<file path="src/hdl/spcm_regs.vh">
// Register map, field positions, reset values and bit timing of the serial port
`ifndef SPCM_REGS_VH
`define SPCM_REGS_VH
// ======================================================
// Byte addresses
`define SPCM_ADDR_CTRL 8'h98
`define SPCM_ADDR_DATA 8'h9c
`define SPCM_ADDR_STAT 8'ha0
`define SPCM_ADDR_CFG 8'ha4
`define SPCM_ADDR_IRQ_STAT 8'ha8
`define SPCM_ADDR_IRQ_MASK 8'hac
// ======================================================
// Control register fields
`define SPCM_CTRL_RX_DONE 0
`define SPCM_CTRL_TX_DONE 1
`define SPCM_CTRL_RX_NINTH 2
`define SPCM_CTRL_TX_NINTH 3
`define SPCM_CTRL_RX_EN 4
`define SPCM_CTRL_ADDR_FILT 5
`define SPCM_CTRL_MODE_LO 6
`define SPCM_CTRL_MODE_HI 7
// ======================================================
// Status and configuration fields
`define SPCM_STAT_FRAME_ERR 3
`define SPCM_STAT_EARLY_TX 6
`define SPCM_CFG_ERR_VIEW 0
`define SPCM_CFG_DBL_RATE 1
`define SPCM_CFG_DIV_LSB 8
`define SPCM_IRQ_RX 0
`define SPCM_IRQ_TX 1
`define SPCM_IRQ_FE 2
// ======================================================
// Reset values
`define SPCM_CTRL_RST 8'h00
`define SPCM_DIV_RST 16'h000f
`define SPCM_IRQ_RST 3'h0
// ======================================================
// Modes and bit timing, sixteen ticks per bit
`define SPCM_MODE_SHIFT 2'h0
`define SPCM_MODE_8BIT 2'h1
`define SPCM_MODE_9FIX 2'h2
`define SPCM_MODE_9VAR 2'h3
`define SPCM_TICK_LAST 4'hf
`define SPCM_TICK_MID 4'h7
`define SPCM_TICK_M0_SMP 4'hc
`define SPCM_DIV_CORE16 16'h0000
`define SPCM_DIV_CORE32 16'h0001
`define SPCM_BITS_M0 4'h8
`define SPCM_BITS_M1 4'ha
`define SPCM_BITS_M23 4'hb
`define SPCM_IDX_NINTH 4'h9
`define SPCM_IDX_STOP9 4'ha
`endif

</file>
<file path="src/hdl/spcm_tick_gen.v">
// Oversampling tick generator, one pulse every divisor+1 clocks
`default_nettype none
module spcm_tick_gen #(
  parameter DIV_W = 16
) (
  input wire clock,
  input wire reset_n,
  input wire [DIV_W-1:0] divisor,
  output reg tick_q
);
  reg [DIV_W-1:0] cnt_q;

  // ======================================================
  // Counter
  // A divisor change takes effect at once; a count at or above the new divisor wraps on the next clock
  always @(posedge clock or negedge reset_n)
  begin
    if (!reset_n)
    begin
      cnt_q <= {DIV_W{1'b0}};
      tick_q <= 1'b0;
    end
    else if (cnt_q >= divisor)
    begin
      cnt_q <= {DIV_W{1'b0}};
      tick_q <= 1'b1;
    end
    else
    begin
      cnt_q <= cnt_q + {{(DIV_W-1){1'b0}}, 1'b1};
      tick_q <= 1'b0;
    end
  end
endmodule
`default_nettype wire

</file>
<file path="src/hdl/spcm_core.v">
// Four-mode serial port with Avalon-MM register slave
`include "spcm_regs.vh"
`default_nettype none
module spcm_core #(
  parameter DIV_W = 16
) (
  input wire clock,
  input wire reset_n,
  input wire [7:0] address,
  input wire read,
  input wire write,
  input wire [3:0] byteenable,
  input wire [31:0] writedata,
  output reg [31:0] readdata_q,
  output reg waitrequest_q,
  output reg irq_q,
  input wire rxd_in,
  output reg rxd_out_q,
  output reg rxd_oe_q,
  output reg txd_q
);
  // ======================================================
  // Declarations
  reg ri_q, ti_q, rb8_q, tb8_q, ren_q, sm2_q, sm1_q, sm0_q, fe_q;
  reg early_tx_flag_select_q, evs_q, dbl_q;
  reg [DIV_W-1:0] div_q;
  reg [7:0] rx_buf_q;
  reg [2:0] irq_st_q, irq_mask_q;
  reg tx_busy_q, m0rx_q, m0_smp_q;
  reg [10:0] tx_sh_q;
  reg [3:0] tx_bits_q, tx_tick_q;
  reg rx_busy_q, rx_prev_q, nine_q;
  reg [3:0] rx_tick_q, rx_idx_q;
  reg [7:0] rx_sh_q;
  reg [31:0] rd_d;
  reg [DIV_W-1:0] div_eff;
  wire tick;
  wire [1:0] mode = {sm0_q, sm1_q};
  wire mode0 = (mode == `SPCM_MODE_SHIFT);
  wire mode1 = (mode == `SPCM_MODE_8BIT);
  wire wr_go = write && !waitrequest_q;
  wire ctrl_wr = wr_go && byteenable[0] && (address == `SPCM_ADDR_CTRL);
  wire data_wr = wr_go && byteenable[0] && (address == `SPCM_ADDR_DATA);
  wire stat_wr = wr_go && byteenable[0] && (address == `SPCM_ADDR_STAT);
  wire cfg_wr = wr_go && (address == `SPCM_ADDR_CFG);
  wire ist_wr = wr_go && byteenable[0] && (address == `SPCM_ADDR_IRQ_STAT);
  wire imk_wr = wr_go && byteenable[0] && (address == `SPCM_ADDR_IRQ_MASK);
  wire [7:0] ctrl_rd = {evs_q ? fe_q : sm0_q, sm1_q, sm2_q, ren_q, tb8_q, rb8_q, ti_q, ri_q};

  // ======================================================
  // Bit-rate selection
  // Modes 1 and 3 take their rate from the divisor register
  always @*
  begin
    case (mode)
      `SPCM_MODE_SHIFT: div_eff = `SPCM_DIV_CORE16;
      `SPCM_MODE_9FIX: div_eff = dbl_q ? `SPCM_DIV_CORE16 : `SPCM_DIV_CORE32;
      default: div_eff = div_q;
    endcase
  end

  spcm_tick_gen #(
    .DIV_W(DIV_W)
  ) u_tick (
    .clock(clock),
    .reset_n(reset_n),
    .divisor(div_eff),
    .tick_q(tick)
  );

  // ======================================================
  // Engine events
  wire tx_bit_end = tx_busy_q && tick && (tx_tick_q == `SPCM_TICK_LAST);
  wire tx_last = (tx_bits_q == 4'h1);
  wire ti_ev = tx_bit_end && !m0rx_q && (mode0 ? tx_last :
    (early_tx_flag_select_q ? (tx_bits_q == 4'h2) : tx_last));
  wire m0_ri_ev = tx_bit_end && m0rx_q && tx_last;
  wire [7:0] m0_data = {m0_smp_q, tx_sh_q[7:1]};
  wire rx_mid = rx_busy_q && tick && (rx_tick_q == `SPCM_TICK_MID);
  wire rx_stop = rx_mid && (mode1 ? (rx_idx_q == `SPCM_IDX_NINTH) : (rx_idx_q == `SPCM_IDX_STOP9));
  wire rx_ninth = rx_mid && !mode1 && (rx_idx_q == `SPCM_IDX_NINTH);
  wire fe_ev = rx_stop && !rxd_in;
  wire rx_deliver = mode1 ? rx_stop : (evs_q ? rx_stop : rx_ninth);
  wire nine_val = (mode1 || rx_ninth) ? rxd_in : nine_q;
  wire rx_accept = rx_deliver && !(sm2_q && !mode1 && !nine_val);
  wire ri_ev = rx_accept || m0_ri_ev;
  wire tx_start = data_wr && !tx_busy_q;
  wire m0rx_start = mode0 && ren_q && !ri_q && !tx_busy_q && !data_wr;

  // ======================================================
  // Avalon slave
  // One wait state on every access keeps read data registered
  always @*
  begin
    rd_d = 32'h0000_0000;
    case (address)
      `SPCM_ADDR_CTRL: rd_d[7:0] = ctrl_rd;
      `SPCM_ADDR_DATA: rd_d[7:0] = rx_buf_q;
      `SPCM_ADDR_STAT:
      begin
        rd_d[`SPCM_STAT_EARLY_TX] = early_tx_flag_select_q;
        rd_d[`SPCM_STAT_FRAME_ERR] = fe_q;
      end
      `SPCM_ADDR_CFG:
      begin
        rd_d[`SPCM_CFG_ERR_VIEW] = evs_q;
        rd_d[`SPCM_CFG_DBL_RATE] = dbl_q;
        rd_d[`SPCM_CFG_DIV_LSB+DIV_W-1:`SPCM_CFG_DIV_LSB] = div_q;
      end
      `SPCM_ADDR_IRQ_STAT: rd_d[2:0] = irq_st_q;
      `SPCM_ADDR_IRQ_MASK: rd_d[2:0] = irq_mask_q;
      default: rd_d = 32'h0000_0000;
    endcase
  end

  always @(posedge clock or negedge reset_n)
  begin
    if (!reset_n)
    begin
      waitrequest_q <= 1'b1;
      readdata_q <= 32'h0000_0000;
    end
    else if ((read || write) && waitrequest_q)
    begin
      waitrequest_q <= 1'b0;
      readdata_q <= rd_d;
    end
    else
    begin
      waitrequest_q <= 1'b1;
    end
  end

  // ======================================================
  // Control, status and configuration registers
  // Hardware set beats a software clear in the same cycle
  always @(posedge clock or negedge reset_n)
  begin
    if (!reset_n)
    begin
      {sm0_q, sm1_q, sm2_q, ren_q, tb8_q} <= 5'h00;
      ri_q <= 1'b0;
      ti_q <= 1'b0;
      rb8_q <= 1'b0;
      fe_q <= 1'b0;
      early_tx_flag_select_q <= 1'b0;
      evs_q <= 1'b0;
      dbl_q <= 1'b0;
      div_q <= `SPCM_DIV_RST;
      rx_buf_q <= 8'h00;
      irq_st_q <= `SPCM_IRQ_RST;
      irq_mask_q <= `SPCM_IRQ_RST;
      irq_q <= 1'b0;
    end
    else
    begin
      if (ctrl_wr)
      begin
        sm1_q <= writedata[`SPCM_CTRL_MODE_LO];
        sm2_q <= writedata[`SPCM_CTRL_ADDR_FILT];
        ren_q <= writedata[`SPCM_CTRL_RX_EN];
        tb8_q <= writedata[`SPCM_CTRL_TX_NINTH];
        if (!evs_q)
          sm0_q <= writedata[`SPCM_CTRL_MODE_HI];
      end
      ri_q <= ri_ev | (ctrl_wr ? writedata[`SPCM_CTRL_RX_DONE] : ri_q);
      ti_q <= ti_ev | (ctrl_wr ? writedata[`SPCM_CTRL_TX_DONE] : ti_q);
      fe_q <= fe_ev | ((ctrl_wr && evs_q) ? writedata[`SPCM_CTRL_MODE_HI] : fe_q);
      if (rx_accept)
      begin
        rx_buf_q <= rx_sh_q;
        rb8_q <= nine_val;
      end
      else if (m0_ri_ev)
        rx_buf_q <= m0_data;
      if (stat_wr)
        early_tx_flag_select_q <= writedata[`SPCM_STAT_EARLY_TX];
      if (cfg_wr && byteenable[0])
      begin
        evs_q <= writedata[`SPCM_CFG_ERR_VIEW];
        dbl_q <= writedata[`SPCM_CFG_DBL_RATE];
      end
      if (cfg_wr && byteenable[1] && byteenable[2])
        div_q <= writedata[`SPCM_CFG_DIV_LSB+DIV_W-1:`SPCM_CFG_DIV_LSB];
      irq_st_q <= (irq_st_q & ~(ist_wr ? writedata[2:0] : 3'h0)) | {fe_ev, ti_ev, ri_ev};
      if (imk_wr)
        irq_mask_q <= writedata[2:0];
      irq_q <= |(irq_st_q & irq_mask_q);
    end
  end

  // ======================================================
  // Transmitter and mode-0 shift engine
  // Writes while a transfer runs are dropped, not queued
  always @(posedge clock or negedge reset_n)
  begin
    if (!reset_n)
    begin
      tx_busy_q <= 1'b0;
      m0rx_q <= 1'b0;
      m0_smp_q <= 1'b0;
      tx_sh_q <= 11'h7ff;
      tx_bits_q <= 4'h0;
      tx_tick_q <= 4'h0;
    end
    else if (tx_start)
    begin
      tx_busy_q <= 1'b1;
      m0rx_q <= 1'b0;
      tx_tick_q <= 4'h0;
      case (mode)
        `SPCM_MODE_SHIFT:
        begin
          tx_sh_q <= {3'h7, writedata[7:0]};
          tx_bits_q <= `SPCM_BITS_M0;
        end
        `SPCM_MODE_8BIT:
        begin
          tx_sh_q <= {2'h3, writedata[7:0], 1'b0};
          tx_bits_q <= `SPCM_BITS_M1;
        end
        default:
        begin
          tx_sh_q <= {1'b1, tb8_q, writedata[7:0], 1'b0};
          tx_bits_q <= `SPCM_BITS_M23;
        end
      endcase
    end
    else if (m0rx_start)
    begin
      tx_busy_q <= 1'b1;
      m0rx_q <= 1'b1;
      tx_tick_q <= 4'h0;
      tx_bits_q <= `SPCM_BITS_M0;
    end
    else if (tx_busy_q && tick)
    begin
      tx_tick_q <= tx_tick_q + 4'h1;
      if (m0rx_q && (tx_tick_q == `SPCM_TICK_M0_SMP))
        m0_smp_q <= rxd_in;
      if (tx_tick_q == `SPCM_TICK_LAST)
      begin
        tx_bits_q <= tx_bits_q - 4'h1;
        if (m0rx_q)
          tx_sh_q <= {3'h7, m0_smp_q, tx_sh_q[7:1]};
        else
          tx_sh_q <= {1'b1, tx_sh_q[10:1]};
        if (tx_last)
        begin
          tx_busy_q <= 1'b0;
          m0rx_q <= 1'b0;
        end
      end
    end
  end

  // ======================================================
  // Asynchronous receiver, modes 1 to 3
  // Start bit is rechecked at mid-bit to reject glitches
  always @(posedge clock or negedge reset_n)
  begin
    if (!reset_n)
    begin
      rx_busy_q <= 1'b0;
      rx_prev_q <= 1'b1;
      nine_q <= 1'b0;
      rx_tick_q <= 4'h0;
      rx_idx_q <= 4'h0;
      rx_sh_q <= 8'h00;
    end
    else
    begin
      rx_prev_q <= rxd_in;
      if (!ren_q || mode0)
        rx_busy_q <= 1'b0;
      else if (!rx_busy_q)
      begin
        if (rx_prev_q && !rxd_in)
        begin
          rx_busy_q <= 1'b1;
          rx_tick_q <= 4'h0;
          rx_idx_q <= 4'h0;
        end
      end
      else if (tick)
      begin
        rx_tick_q <= rx_tick_q + 4'h1;
        if (rx_tick_q == `SPCM_TICK_LAST)
          rx_idx_q <= rx_idx_q + 4'h1;
        if (rx_tick_q == `SPCM_TICK_MID)
        begin
          if (rx_idx_q == 4'h0)
          begin
            if (rxd_in)
              rx_busy_q <= 1'b0;
          end
          else if (rx_idx_q <= `SPCM_BITS_M0)
            rx_sh_q <= {rxd_in, rx_sh_q[7:1]};
          else if (rx_ninth)
            nine_q <= rxd_in;
          if (rx_stop)
            rx_busy_q <= 1'b0;
        end
      end
    end
  end

  // ======================================================
  // Pin drivers
  // Mode 0 clock is low for the first half of each bit
  always @(posedge clock or negedge reset_n)
  begin
    if (!reset_n)
    begin
      txd_q <= 1'b1;
      rxd_out_q <= 1'b1;
      rxd_oe_q <= 1'b0;
    end
    else if (mode0)
    begin
      txd_q <= tx_busy_q ? tx_tick_q[3] : 1'b1;
      // Data pin idles high whenever it is released, also while receiving
      rxd_out_q <= (tx_busy_q && !m0rx_q) ? tx_sh_q[0] : 1'b1;
      rxd_oe_q <= tx_busy_q && !m0rx_q;
    end
    else
    begin
      txd_q <= tx_busy_q ? tx_sh_q[0] : 1'b1;
      rxd_out_q <= 1'b1;
      rxd_oe_q <= 1'b0;
    end
  end
endmodule
`default_nettype wire

</file>
<file path="config.mk">
export PLATFORM = sky130hd
export DESIGN_NAME = spcm_core
export DESIGN_NICKNAME = d
export VERILOG_FILES = /design/src/hdl/spcm_tick_gen.v /design/src/hdl/spcm_core.v
export VERILOG_INCLUDE_DIRS = /design/src /design/src/hdl
export SDC_FILE = /design/constraint.sdc
export NUM_CORES = 1
export LEC_CHECK = 0
export BUFFER_PORTS_ARGS = -buffer_cell sky130_fd_sc_hd__buf_2
export CELL_PAD_IN_SITES_DETAIL_PLACEMENT = 1
export CELL_PAD_IN_SITES_GLOBAL_PLACEMENT = 1
export CORE_MARGIN = 5
export CORE_UTILIZATION = 50
export DETAILED_ROUTE_END_ITERATION = 8
export GPL_ROUTABILITY_DRIVEN = 0
export PLACE_DENSITY = 0.89
export SYNTH_ARGS = -nofsm -noshare
export SYNTH_HDL_FRONTEND = slang
export SYNTH_HIERARCHICAL = 1
export SYNTH_SLANG_ARGS = --single-unit
</file>
<file path="constraint.sdc">
create_clock -name clock -period 5.45 [get_ports clock]
set_input_delay 1.09 -clock clock [delete_from_list [all_inputs] [get_ports clock]]
set_output_delay 1.09 -clock clock [all_outputs]
set_load 0.1 [all_outputs]
</file>
After elaboration in Yosys (flattened, before gate mapping)
Cells that the tools add are included.
{"block": "op_classes", "n_addsub": 5, "magnitude_cmp": 2, "n_eq_ne": 19, "n_mux": 65, "bitwise_logic": 13, "n_reduce_logical": 69}
{"operator": "$mux W4", "count": 13}
{"operator": "$eq A8 B8 Y1 const B", "count": 6}
{"operator": "$mux W11", "count": 4}
{"operator": "$logic_and A1 B1 Y1", "count": 36}
{"operator": "$mux W1", "count": 33}
{"operator": "$mux W16", "count": 2}
{"operator": "$pmux W16 S2", "count": 1}
{"operator": "$eq A4 B4 Y1 const B", "count": 5}
{"operator": "$pmux W10 S2", "count": 1}
{"operator": "$add A16 B1 Y16 const B", "count": 1}
{"operator": "$ge A16 B16 Y1", "count": 1}
{"operator": "$mux W8", "count": 2}
{"operator": "$add A4 B1 Y4 const B", "count": 3}
{"operator": "$logic_not A1 Y1", "count": 10}
{"operator": "$mux W10", "count": 1}
{"operator": "$pmux W2 S5", "count": 1}
{"operator": "$reduce_and A3 Y1", "count": 3}
{"operator": "$reduce_bool A3 Y1", "count": 3}
{"operator": "$pmux W2 S2", "count": 2}
{"operator": "$reduce_and A4 Y1", "count": 2}
{"operator": "$reduce_bool A2 Y1", "count": 4}
{"operator": "$reduce_and A7 Y1", "count": 1}
{"operator": "$and A3 B3 Y3", "count": 2}
{"operator": "$not A1 Y1", "count": 6}
{"operator": "other kinds (22)", "count": 30}
{"block": "totals", "regBits": 129, "inputBits": 49, "out_inout_bits": 37}

Longest topological paths before layout
Gate-level depths: netlist of run 1.
{"block": "depth", "ltp_word": 12, "mapped_depth": 10, "ltp_nobuf": 7}

By module
The synthesis of run 1 kept the hierarchy.
{"module": "spcm_core", "n_inst": 1, "cells_per_inst": 494, "area_per_inst_um2": 5674.2, "seq_area_each_um2": 2800.2}
{"module": "spcm_tick_gen", "n_inst": 1, "cells_per_inst": 131, "area_per_inst_um2": 1288.7, "seq_area_each_um2": 425.4}

Worst setup path after synthesis of run 1
OpenSTA, ideal clock, no wires.
{"block": "synth_timing", "path_type": "register to register", "startpoint": "reg sm1_q", "endpoint": "reg u_tick.cnt_q[10]", "setup_ns": 0.129, "arrival_time_ns": 2.432, "t_required_ns": 5.321, "slack_ns": 2.889, "path_stages_with_launch": 11, "period_less_slack_ns": 2.561, "path_cell_list": "dfrtp_1 clkbuf_1 clkbuf_1 and2_1 inv_1 ha_1 nand4_1 or3_4 o32ai_4 buf_6 nor3_2"}
{"block": "synth_between", "elab_chain_len": 4, "word_cells_on_any_way": 5}
{"element": "start: declaration", "line_no": "spcm_core.v:24", "text": "reg ri_q, ti_q, rb8_q, tb8_q, ren_q, sm2_q, sm1_q, sm0_q, fe_q;"}
{"element": "start signal: assignment", "line_no": "spcm_core.v:159", "text": "sm1_q <= writedata[`SPCM_CTRL_MODE_LO];"}
{"element": "$eq A2 B2 Y1 or $logic_not A2 Y1 (tied branches)", "line_no": "spcm_core.v:55", "text": "case (mode)"}
{"element": "$pmux W16 S2 *", "line_no": "spcm_core.v:55"}
{"element": "via div_eff[15]", "line_no": "spcm_core.v:36", "text": "reg [DIV_W-1:0] div_eff;"}
{"element": "$ge A16 B16 Y1 *", "line_no": "spcm_tick_gen.v:23", "text": "else if (cnt_q >= divisor)"}
{"element": "$mux W16 *", "line_no": "spcm_tick_gen.v:23"}
{"element": "end signal: assignment", "line_no": "spcm_tick_gen.v:20", "text": "cnt_q <= {DIV_W{1'b0}};"}
{"element": "end signal: assignment", "line_no": "spcm_tick_gen.v:25", "text": "cnt_q <= {DIV_W{1'b0}};"}
{"element": "end signal: assignment", "line_no": "spcm_tick_gen.v:30", "text": "cnt_q <= cnt_q + {{(DIV_W-1){1'b0}}, 1'b1};"}
{"element": "end: declaration", "line_no": "spcm_tick_gen.v:11", "text": "reg [DIV_W-1:0] cnt_q;"}
Mark *: on every way through the listed nets, which the timed path passes. The rest lies on a longest branch.
A chain may end at the register's enable or synchronous reset.

Worst setup path after layout of run 1
{"block": "layout_timing", "startpoint": "reg sm1_q", "endpoint": "reg u_tick.cnt_q[4]"}
Same word-level chain as after synthesis.

==> impl_metrics.tcl, run 1 <==
set metrics [dict create \
    status "complete, no violations" \
    initial_core_util 0.506 \
    finish.utilization 0.579 \
    hp-class "reg2reg" \
    yosysSeqAreaShare 0.463 \
    post_cts_resized 0 \
    peakVddDrop_uv 264 \
    grt_pass1_wl_um 34500 \
    critPathArrivalTime_ps 3520 \
    rr_worst_depth 7 \
    slew_violations 0 \
    internal_power_w 0.00183 \
    die_area_um2 16400 \
    max_cap_viol_count 0 \
    cts-root-buf "clkbuf_16" \
    antenna_found_initial 1 \
    vias 5549 \
    post-route-period-util 0.598 \
    maxSlewHeadroom 0.105 \
    powerDensity_nw_per_um2 310 \
    comb_power_share 0.097 \
    seq_power_share 0.426 \
    clk_path_buf_depth 2 \
    crit_chain "and2_1 > inv_1 > ha_1 > nand4_1 > or3_4 > o32ai_4 > nor3_1" \
    fin_skew_ps 12.5 \
    net-switching-power_w 0.000641 \
    hold_depth 1 \
    wl_um 21700 \
    die_h_um 128 \
    worstSetupPathDepth 7 \
    via_per_inst 6.29 \
    drcViolationCount 0 \
    dp_hpwl_um 13600 \
    port_buffers 68 \
    final_nets 764 \
    critPathCaptureType "flip-flop" \
    area_growth_pct 14.6 \
    swShare 0.259 \
    rows 43 \
    clock_sinks 128 \
    cp_num_buf_inv 1 \
    synth_ff_type "dfrtp_1" \
    drive_gt1_frac 0.292 \
    gr-usage-all-layers 0.273 \
    critPathLaunchType "flip-flop" \
    regArea_um2 3230 \
    final.min_clock_period_ps 3260 \
    multi_input_area_um2 3400 \
    holdBufCountCts 0 \
    io_pins 86 \
    required_ps 5710 \
    synth_top_area_frac 0.395 \
    drtAntennaViolNets 0 \
    leakage_nw 3.68 \
    syn_inst 625 \
    core_um2 13800 \
    ys_types 84 \
    overflow 0 \
    cts_tree "built" \
    tightest_slew_ps 1340 \
    setup_violations 0 \
    clock_latency_ps 430 \
    critPathMaxStageDelay_ps 820 \
    synth_edf_count 0 \
    cp_max_fo 24 \
    critPathTopFamily "simple AND/OR/NAND/NOR gates" \
    path_class "reg2reg" \
    drt-initial-drc-count 441 \
    ys_ff_latch 128 \
    numCtsBuffers 17 \
    hold_viol 0 \
    clkPwrFrac 0.477 \
    crit_slowest_cell "o32ai_4" \
    cts.reportedPaths.clkPinSlew_ps 60 \
    cts-htree-levels 4 \
    nFillCells 1474 \
    die_w_um 128 \
    timing.fmax_mhz 307 \
    netlist_area_um2 6960 \
    r2r_slack_ps 2190 \
    synthTopCellsByArea "dfrtp_1 (40%), mux2_2 (7.4%), dfstp_2 (6.8%)" \
    synth_area_leader_cell "dfrtp_1" \
    grt_pass1_vias 6127 \
    avgSynthCellArea_um2 11.1 \
    post_cts_buffers 0 \
    drt-pass1-iter-count 5 \
    synth.yosys.warnings 6 \
    grt_max_degree 67 \
    async_reset_ff_frac 1.00 \
    finalSetupTns_ps 0 \
    rsz0062_at_grt "no" \
    wire_per_inst_um 24.6 \
]
[layout make-up]
type / instances / share of cell area
diodes: 1 / 0.000314
clock buffers: 27 / 0.0618
clock inverters: 5 / 0.0129
inverters: 40 / 0.0188
multi-input cells: 429 / 0.427
flip-flops and latches: 128 / 0.404
well taps: 180 / 0.0282
repair buffers: 72 / 0.0467
[cell usage in the layout (no fill, tap or decap), types with 10 or more instances in the layout]
| cell type | instances |
|---|---|
| a21oi_1 | 18 |
| a22o_1 | 24 |
| and2_1 | 17 |
| buf_2 | 67 |
| clkbuf_16 | 17 |
| dfrtp_1 | 110 |
| dfstp_2 | 18 |
| ha_1 | 27 |
| inv_1 | 40 |
| mux2_2 | 46 |
| mux2i_1 | 27 |
| nand2_1 | 38 |
| nand3_1 | 20 |
| nand4_1 | 11 |
| nor2_1 | 17 |
| nor3_1 | 12 |
| nor3_2 | 10 |
| o21ai_0 | 20 |
| xnor2_1 | 11 |
[sequential cells by signal, summed over array words and instances, names as in the netlist, 3 cells and up]
register      flops
rx_sh_q           8
irq_mask_q        3
rx_buf_q          8
tx_sh_q          10
irq_st_q          3
tx_tick_q         4
rx_idx_q          4
div_q            16
rx_tick_q         4
u_tick/cnt_q     16
tx_bits_q         4
readdata_q       24
[cells in the mapped netlist, drive strengths merged, types with 5 or more instances]
master,instances
dfrtp,110
mux2,47
inv,40
nand2,39
ha,27
mux2i,27
a22o,24
buf,24
nor3,22
nand3,21
o21ai,21
a21oi,18
dfstp,18
and2,17
nor2,17
nand4,14
clkbuf,11
xnor2,11
a211oi,9
and3,9
xor2,8
o31ai,7
or2,7
nand2b,6
nor2b,6
nor4,5
[metal layers]
metal / track usage / up-vias / part of all wire
met5: 0 / - / 0
met4: 0.120 / 0 / 0.035
met3: 0.0608 / 62 / 0.064
met2: 0.469 / 251 / 0.51
met1: 0.329 / 2864 / 0.39
li1: - / 2372 / -
[logic make-up (layout without fill, tap and decap cells)]
kind of cell | count (synthesis) | after routing | synth area share
and+or+nand+nor | 188 | 188 | 0.173
DFF | 128 | 128 | 0.463
AOI/OAI and AO/OA | 113 | 113 | 0.124
buffers and inverters | 75 | 144 | 0.0521
muxes | 74 | 74 | 0.115
adders and majority gates | 27 | 27 | 0.0485
xor gates and xnor gates | 19 | 19 | 0.0239
other | 1 | 9 | 0.000539
[final timing paths]
path,to,from
worst max register to register,u_tick/cnt_q[4],sm1_q
worst min register to register,readdata_q[14],readdata_q[14]
min in group asynchronous,tx_bits_q[3],reset_n
max in group asynchronous,div_q[13],reset_n
worst min-delay path,readdata_q[14],readdata_q[14]
worst max-delay path,u_tick/cnt_q[4],sm1_q
[through the flow]
stage / total power [W] / worst slack, ps / std cells / hold slack, ps / area [µm²]
global placement: 0.00127 / 2340 / 849 / 468 / 7380
detailed placement: 0.00129 / 2270 / 849 / 474 / 7380
floorplan: 0.00120 / 2890 / 632 / 455 / 6990
CTS: 0.00247 / 2220 / 881 / 504 / 7970
global route: 0.00255 / 2000 / 882 / 519 / 7980
finish: 0.00247 / 2190 / 882 / 502 / 7980
[power by group through the flow]
| stage | clock network (W) | registers (W) | logic [W] |
|---|---|---|---|
| finish | 0.00118 | 0.00105 | 0.000241 |
| global route | 0.00124 | 0.00106 | 0.000260 |
| global placement | 0 | 0.00106 | 0.000216 |
| detailed placement | 0 | 0.00106 | 0.000231 |
| CTS | 0.00118 | 0.00105 | 0.000239 |
| floorplan | 0 | 0.00106 | 0.000141 |
(Power assumes the default switching activity.)
==> run 2: changes to the inputs <==
--- a/config.mk
+++ b/config.mk
@@ -10,10 +10,10 @@
 export CELL_PAD_IN_SITES_DETAIL_PLACEMENT = 1
 export CELL_PAD_IN_SITES_GLOBAL_PLACEMENT = 1
 export CORE_MARGIN = 5
-export CORE_UTILIZATION = 50
+export CORE_UTILIZATION = 47
 export DETAILED_ROUTE_END_ITERATION = 8
 export GPL_ROUTABILITY_DRIVEN = 0
-export PLACE_DENSITY = 0.89
+export PLACE_DENSITY = 0.85
 export SYNTH_ARGS = -nofsm -noshare
 export SYNTH_HDL_FRONTEND = slang
 export SYNTH_HIERARCHICAL = 1
==> constraint.sdc (replaced) <==
create_clock -name clock -period 3.05 [get_ports clock]
set_input_delay 0.61 -clock clock [delete_from_list [all_inputs] [get_ports clock]]
set_output_delay 0.61 -clock clock [all_outputs]
set_load 0.1 [all_outputs]
==> run 2 against run 1 <==
Against the previous run:
- wire length down 3.2%
- flip-flop and latch count unchanged
- clock-buffer cell count down 9
- largest cell class unchanged
- largest power group unchanged
==> impl_metrics.tcl, run 2 (same netlist as run 1, synthesis figures left out) <==
set metrics [dict create \
    rsz0062_at_grt "no" \
    critPathArrivalTime_ps 2990 \
    rows 44 \
    maxSlewHeadroom 0.383 \
    cts-htree-levels 4 \
    die_h_um 132 \
    comb_power_share 0.097 \
    net-switching-power_w 0.00118 \
    final_nets 775 \
    powerDensity_nw_per_um2 563 \
    reg2reg_from "sm1_q" \
    swShare 0.257 \
    crit_slowest_cell "dfrtp_1" \
    post-route-period-util 0.886 \
    initial_core_util 0.479 \
    cts_tree "built" \
    drtAntennaViolNets 0 \
    crit_chain "and2_1 > inv_1 > ha_1 > nand4_1 > or3_4 > o32ai_4 > buf_4 > nor3_1" \
    vias 5459 \
    required_ps 3340 \
    r2r_slack_ps 350 \
    hold_end "rx_prev_q" \
    diodes 0 \
    leakage_nw 3.77 \
    holdBufCountCts 1 \
    hold_path.startpoint "rxd_in" \
    dp_hpwl_um 13700 \
    cts-root-buf "clkbuf_16" \
    final.min_clock_period_ps 2700 \
    fin_skew_ps 8.88 \
    clock_sinks 128 \
    grt_pass1_vias 6056 \
    largest-register "readdata_q" \
    port_buffers 68 \
    internal_power_w 0.00340 \
    clkPwrFrac 0.494 \
    critPathLaunchType "flip-flop" \
    post_cts_buffers 0 \
    max_cap_viol_count 0 \
    drt-pass1-iter-count 5 \
    hp-class "in2reg" \
    cts.reportedPaths.clkPinSlew_ps 60 \
    clock_latency_ps 420 \
    antenna_found_initial 0 \
    tightest_slew_ps 923 \
    reg.largest.list "readdata_q x24, div_q x16, u_tick/cnt_q x16" \
    largest_reg_flops 24 \
    drcViolationCount 0 \
    overflow 0 \
    hold_viol 0 \
    area_growth_pct 16.8 \
    path_class "reg2reg" \
    post_cts_resized 0 \
    core_um2 14500 \
    cp_max_fo 18 \
    final_cell_mix "dfrtp_1 (110), buf_2 (67), mux2_2 (46), inv_1 (40), nand2_1 (38)" \
    post_dp_cell_area_um2 7470 \
    peakVddDrop_uv 404 \
    timing.fmax_mhz 370 \
    final_common_cell "dfrtp_1" \
    via_per_inst 6.09 \
    rr_worst_depth 8 \
    seq_power_share 0.409 \
    die_area_um2 17300 \
    gr-usage-all-layers 0.248 \
    slew_violations 0 \
    wire_per_inst_um 23.5 \
    regToRegEndpoint "u_tick/cnt_q[2]" \
    io_pins 86 \
    setup_violations 0 \
    hold_depth 1 \
    drive_gt1_frac 0.312 \
    wl_um 21000 \
    clk_path_buf_depth 2 \
    design_area_um2 8130 \
    numCtsBuffers 17 \
    critPathMaxStageDelay_ps 650 \
    grt_max_degree 78 \
    hold_ws_ps 365 \
    finalSetupTns_ps 0 \
    status "complete, no violations" \
    drt-initial-drc-count 397 \
    die_w_um 132 \
    critPathCaptureType "flip-flop" \
    grt_pass1_wl_um 34500 \
]
## run 2: how the worst max path moves through the flow
stage,slack (ps),cells past startpoint,start,endpoint
after floorplan,490,10,sm1_q,u_tick/cnt_q[10]
after global placement,600,8,sm1_q,u_tick/cnt_q[4]
after detailed placement,480,8,sm1_q,u_tick/cnt_q[3]
after CTS,360,8,sm1_q,u_tick/cnt_q[4]
after global routing,210,8,sm1_q,u_tick/cnt_q[4]
final,350,8,sm1_q,u_tick/cnt_q[2]
## run 2: layout make-up
class / count / area (µm²)
timing repair buffer: 83 / 470
multi-input combinational: 429 / 3400
clock buffer: 18 / 439
sequential: 128 / 3230
tap: 184 / 230
clock inverter: 14 / 213
fill: 1542 / 6400
inverter: 40 / 150
## run 2: layer usage
layer / wire (µm) / global-route usage / share of wire / vias up
met4: 586 / 0.0857 / 0.028 / 0
met2: 10900 / 0.427 / 0.52 / 188
met5: 0 / 0 / 0 / -
li1: - / - / - / 2396
met1: 8630 / 0.311 / 0.41 / 2824
met3: 974 / 0.0482 / 0.046 / 51
## run 2: power groups by stage
stage	combinational, W	clock, W	sequential, W
4_1_cts	0.000445	0.00229	0.00187
3_3_place_gp	0.000401	0	0.00189
3_5_place_dp	0.000425	0	0.00190
5_1_grt	0.000490	0.00237	0.00188
2_1_floorplan	0.000251	0	0.00190
6_report	0.000445	0.00226	0.00188
## run 2: per-stage QoR
step | setup WS, ps | utilization | total power (W) | std cells
5_1_grt | 214 | 0.560 | 0.00474 | 896
6_report | 349 | 0.560 | 0.00458 | 896
3_5_place_dp | 479 | 0.514 | 0.00232 | 863
4_1_cts | 360 | 0.560 | 0.00461 | 896
3_3_place_gp | 604 | 0.514 | 0.00229 | 863
2_1_floorplan | 489 | - | 0.00215 | 632
## run 2: worst max-delay path: cells and delay by family (launching register included)
kind	cells	cell delay, ps
AOI/OAI and AO/OA	1	350
and+or+nand+nor	4	920
DFF	1	650
adders and majority gates	1	340
buffers and inverters	2	300
==> run 3: changes to the inputs <==
--- a/config.mk
+++ b/config.mk
@@ -6,14 +6,15 @@
 export SDC_FILE = /design/constraint.sdc
 export NUM_CORES = 1
 export LEC_CHECK = 0
+export ABC_AREA = 1
 export BUFFER_PORTS_ARGS = -buffer_cell sky130_fd_sc_hd__buf_2
 export CELL_PAD_IN_SITES_DETAIL_PLACEMENT = 1
 export CELL_PAD_IN_SITES_GLOBAL_PLACEMENT = 1
 export CORE_MARGIN = 5
-export CORE_UTILIZATION = 47
+export CORE_UTILIZATION = 43
 export DETAILED_ROUTE_END_ITERATION = 8
 export GPL_ROUTABILITY_DRIVEN = 0
-export PLACE_DENSITY = 0.85
+export PLACE_DENSITY = 0.84
 export SYNTH_ARGS = -nofsm -noshare
 export SYNTH_HDL_FRONTEND = slang
 export SYNTH_HIERARCHICAL = 1
==> run 3 against run 2 <==
Against the previous run:
- die area rose by 7.7%
- area after synthesis fell by 0.86%
- wire length is 9.2% lower
- total power increased by 17%
- non-clock buffer count decreased by 6
- cell count is 30% higher
- clock-buffer cell count decreased by 1
- synthesized cell count increased by 38%
- flip-flop and latch count stayed put
- register-to-register slack improved by 230 ps
- clock skew fell by 2.9 ps
- maximum frequency increased by 9.3%
- largest cell class is now registers
==> impl_metrics.tcl, run 3 <==
set metrics [dict create \
    status "complete, no violations" \
    syn_inst 864 \
    numCtsBuffers 17 \
    diodes 0 \
    final.min_clock_period_ps 2470 \
    largest-register "readdata_q" \
    drive_gt1_frac 0.170 \
    rows 46 \
    required_ps 3340 \
    cts-root-buf "clkbuf_16" \
    clock_sinks 128 \
    critPathMaxStageDelay_ps 790 \
    leakage_nw 4.03 \
    critPathTopFamily "simple AND/OR/NAND/NOR gates" \
    critPathArrivalTime_ps 2760 \
    multi_input_area_um2 3020 \
    clk_path_buf_depth 2 \
    setup_violations 0 \
    cp_num_buf_inv 1 \
    nFillCells 1949 \
    post_cts_resized 0 \
    avgSynthCellArea_um2 7.99 \
    antenna_found_initial 0 \
    synth_common_cells "nand2_1 (223), inv_1 (124), dfrtp_1 (110)" \
    die_area_um2 18700 \
    cp_max_fo 19 \
    port_buffers 68 \
    drcViolationCount 0 \
    drtAntennaViolNets 0 \
    post-route-period-util 0.811 \
    critPathLaunchType "flip-flop" \
    synth_edf_count 0 \
    timing.fmax_mhz 405 \
    synth_most_common_cell "nand2_1" \
    slew_violations 0 \
    largest_reg_flops 24 \
    crit_slowest_cell "dfrtp_1" \
    yosysSeqAreaShare 0.467 \
    via_per_inst 5.11 \
    synth.yosys.warnings 6 \
    grt_max_degree 50 \
    critPathCaptureType "flip-flop" \
    holdBufCountCts 0 \
    path_class "reg2reg" \
    vias 5973 \
    die_h_um 137 \
    gr-usage-all-layers 0.217 \
    final_cell_mix "nand2_1 (223), inv_1 (124), dfrtp_1 (110), o21ai_0 (79), buf_2 (67)" \
    reg.largest.list "readdata_q x24, div_q x16, u_tick/cnt_q x16" \
    wl_um 19100 \
    dp_hpwl_um 13400 \
    hold_viol 0 \
    grt_pass1_wl_um 31900 \
    powerDensity_nw_per_um2 662 \
    io_pins 86 \
    final_common_cell "nand2_1" \
    finalSetupTns_ps 0 \
    synth_area_leader_cell "dfrtp_1" \
    cts-htree-levels 4 \
    rsz0062_at_grt "no" \
    regArea_um2 3230 \
    post_cts_buffers 0 \
    synth_top_area_frac 0.399 \
    area_growth_pct 17.2 \
    overflow 0 \
    cts_tree "built" \
    cts.reportedPaths.clkPinSlew_ps 60 \
    ys_types 44 \
    max_cap_viol_count 0 \
    tightest_slew_ps 713 \
    drt-pass1-iter-count 4 \
    grt_pass1_vias 6399 \
    worst_slack_ps 578 \
    initial_core_util 0.436 \
    crit_chain "inv_2 > nand3_1 > o21ai_0 > ha_1 > nand2_1 > nor2_1 > nor2_1 > nand2_1 > nand2_1 > nand2_1 > nand2_1 > nand2_2 > nor2_1" \
    crit_top_cell "nand2_1" \
    netlist_area_um2 6900 \
    synth_ff_type "dfrtp_1" \
    maxSlewHeadroom 0.522 \
    core_um2 15800 \
    fin_skew_ps 5.96 \
    ys_ff_latch 128 \
    die_w_um 137 \
    peakVddDrop_uv 437 \
    drt-initial-drc-count 257 \
    hp-class "in2async" \
    clock_latency_ps 420 \
    final_nets 1016 \
    async_reset_ff_frac 1.00 \
    wire_per_inst_um 16.3 \
    synthTopCellsByArea "dfrtp_1 (40%), nand2_1 (12%), dfstp_2 (6.9%)" \
    hold_ws_ps 184 \
    dp_slack_ps 567 \
]
run 3: changes by cell type in the layout (fill, tap and decap cells not counted), sizes merged, moves of 9 or more:
| cell | previous run | this run |
|---|---|---|
| mux2 | 47 | 1 |
| nand2 | 39 | 231 |
| a211oi | 9 | 0 |
| and2 | 17 | 0 |
| nor3 | 22 | 12 |
| mux2i | 27 | 1 |
| o21ai | 21 | 91 |
| xnor2 | 11 | 2 |
| inv | 41 | 131 |
| nand3 | 21 | 69 |
| nor2 | 17 | 78 |
| a22o | 24 | 0 |
| and3 | 9 | 0 |
run 3: final cells by class:
| class | instances | share of cell area |
|---|---|---|
| clock buffer | 17 | 0.0526 |
| clock inverter | 15 | 0.0261 |
| inverter | 131 | 0.0617 |
| multi-input combinational | 585 | 0.374 |
| sequential | 128 | 0.399 |
| tap | 216 | 0.0334 |
| timing repair buffer | 77 | 0.0538 |
run 3: path summary, 6_finish.rpt:
path	slack, ps	cells after the start	to	start
worst max-delay path	580	13	u_tick/cnt_q[7]	sm1_q
worst min-delay path	180	1	tx_bits_q[1]	reset_n
worst max register to register	580	13	u_tick/cnt_q[7]	sm1_q
worst min register to register	470	2	readdata_q[8]	readdata_q[8]
max in group asynchronous	2130	2	waitrequest_q	reset_n
min in group clock	330	1	rx_prev_q	rxd_in
run 3: power by group:
| group | internal (W) | switching [W] | total (W) |
|---|---|---|---|
| Sequential | 0.00189 | 0.000192 | 0.00208 |
| Clock | 0.00138 | 0.000807 | 0.00218 |
| Combinational | 0.000349 | 0.000747 | 0.00110 |
run 3: through the flow:
stage / power (W) / utilization / cell area, µm² / std cells
5_1_grt: 0.00566 / 0.511 / 8090 / 1169
4_1_cts: 0.00541 / 0.511 / 8090 / 1169
3_5_place_dp: 0.00319 / 0.471 / 7450 / 1137
6_report: 0.00536 / 0.511 / 8090 / 1169
2_1_floorplan: 0.00288 / - / 6930 / 871
3_3_place_gp: 0.00311 / 0.471 / 7450 / 1137
run 3: logic make-up after synthesis:
logic type,count (synthesis),synth area share
other,1,0.000543
buffers and inverters,158,0.0984
DFF,128,0.467
and+or+nand+nor,404,0.264
xor gates and xnor gates,15,0.0190
AOI/OAI and AO/OA,129,0.0990
muxes,2,0.00308
adders and majority gates,27,0.0489
run 3: routing by layer:
metal  part of all wire  up-vias  routed length, µm  track usage
met5                  0        -                  0            0
met4              0.022        0                419       0.0700
met3              0.041       36                774       0.0478
met2               0.49      118               9350        0.369
met1               0.45     2916               8560        0.276
li1                   -     2903                  -            -
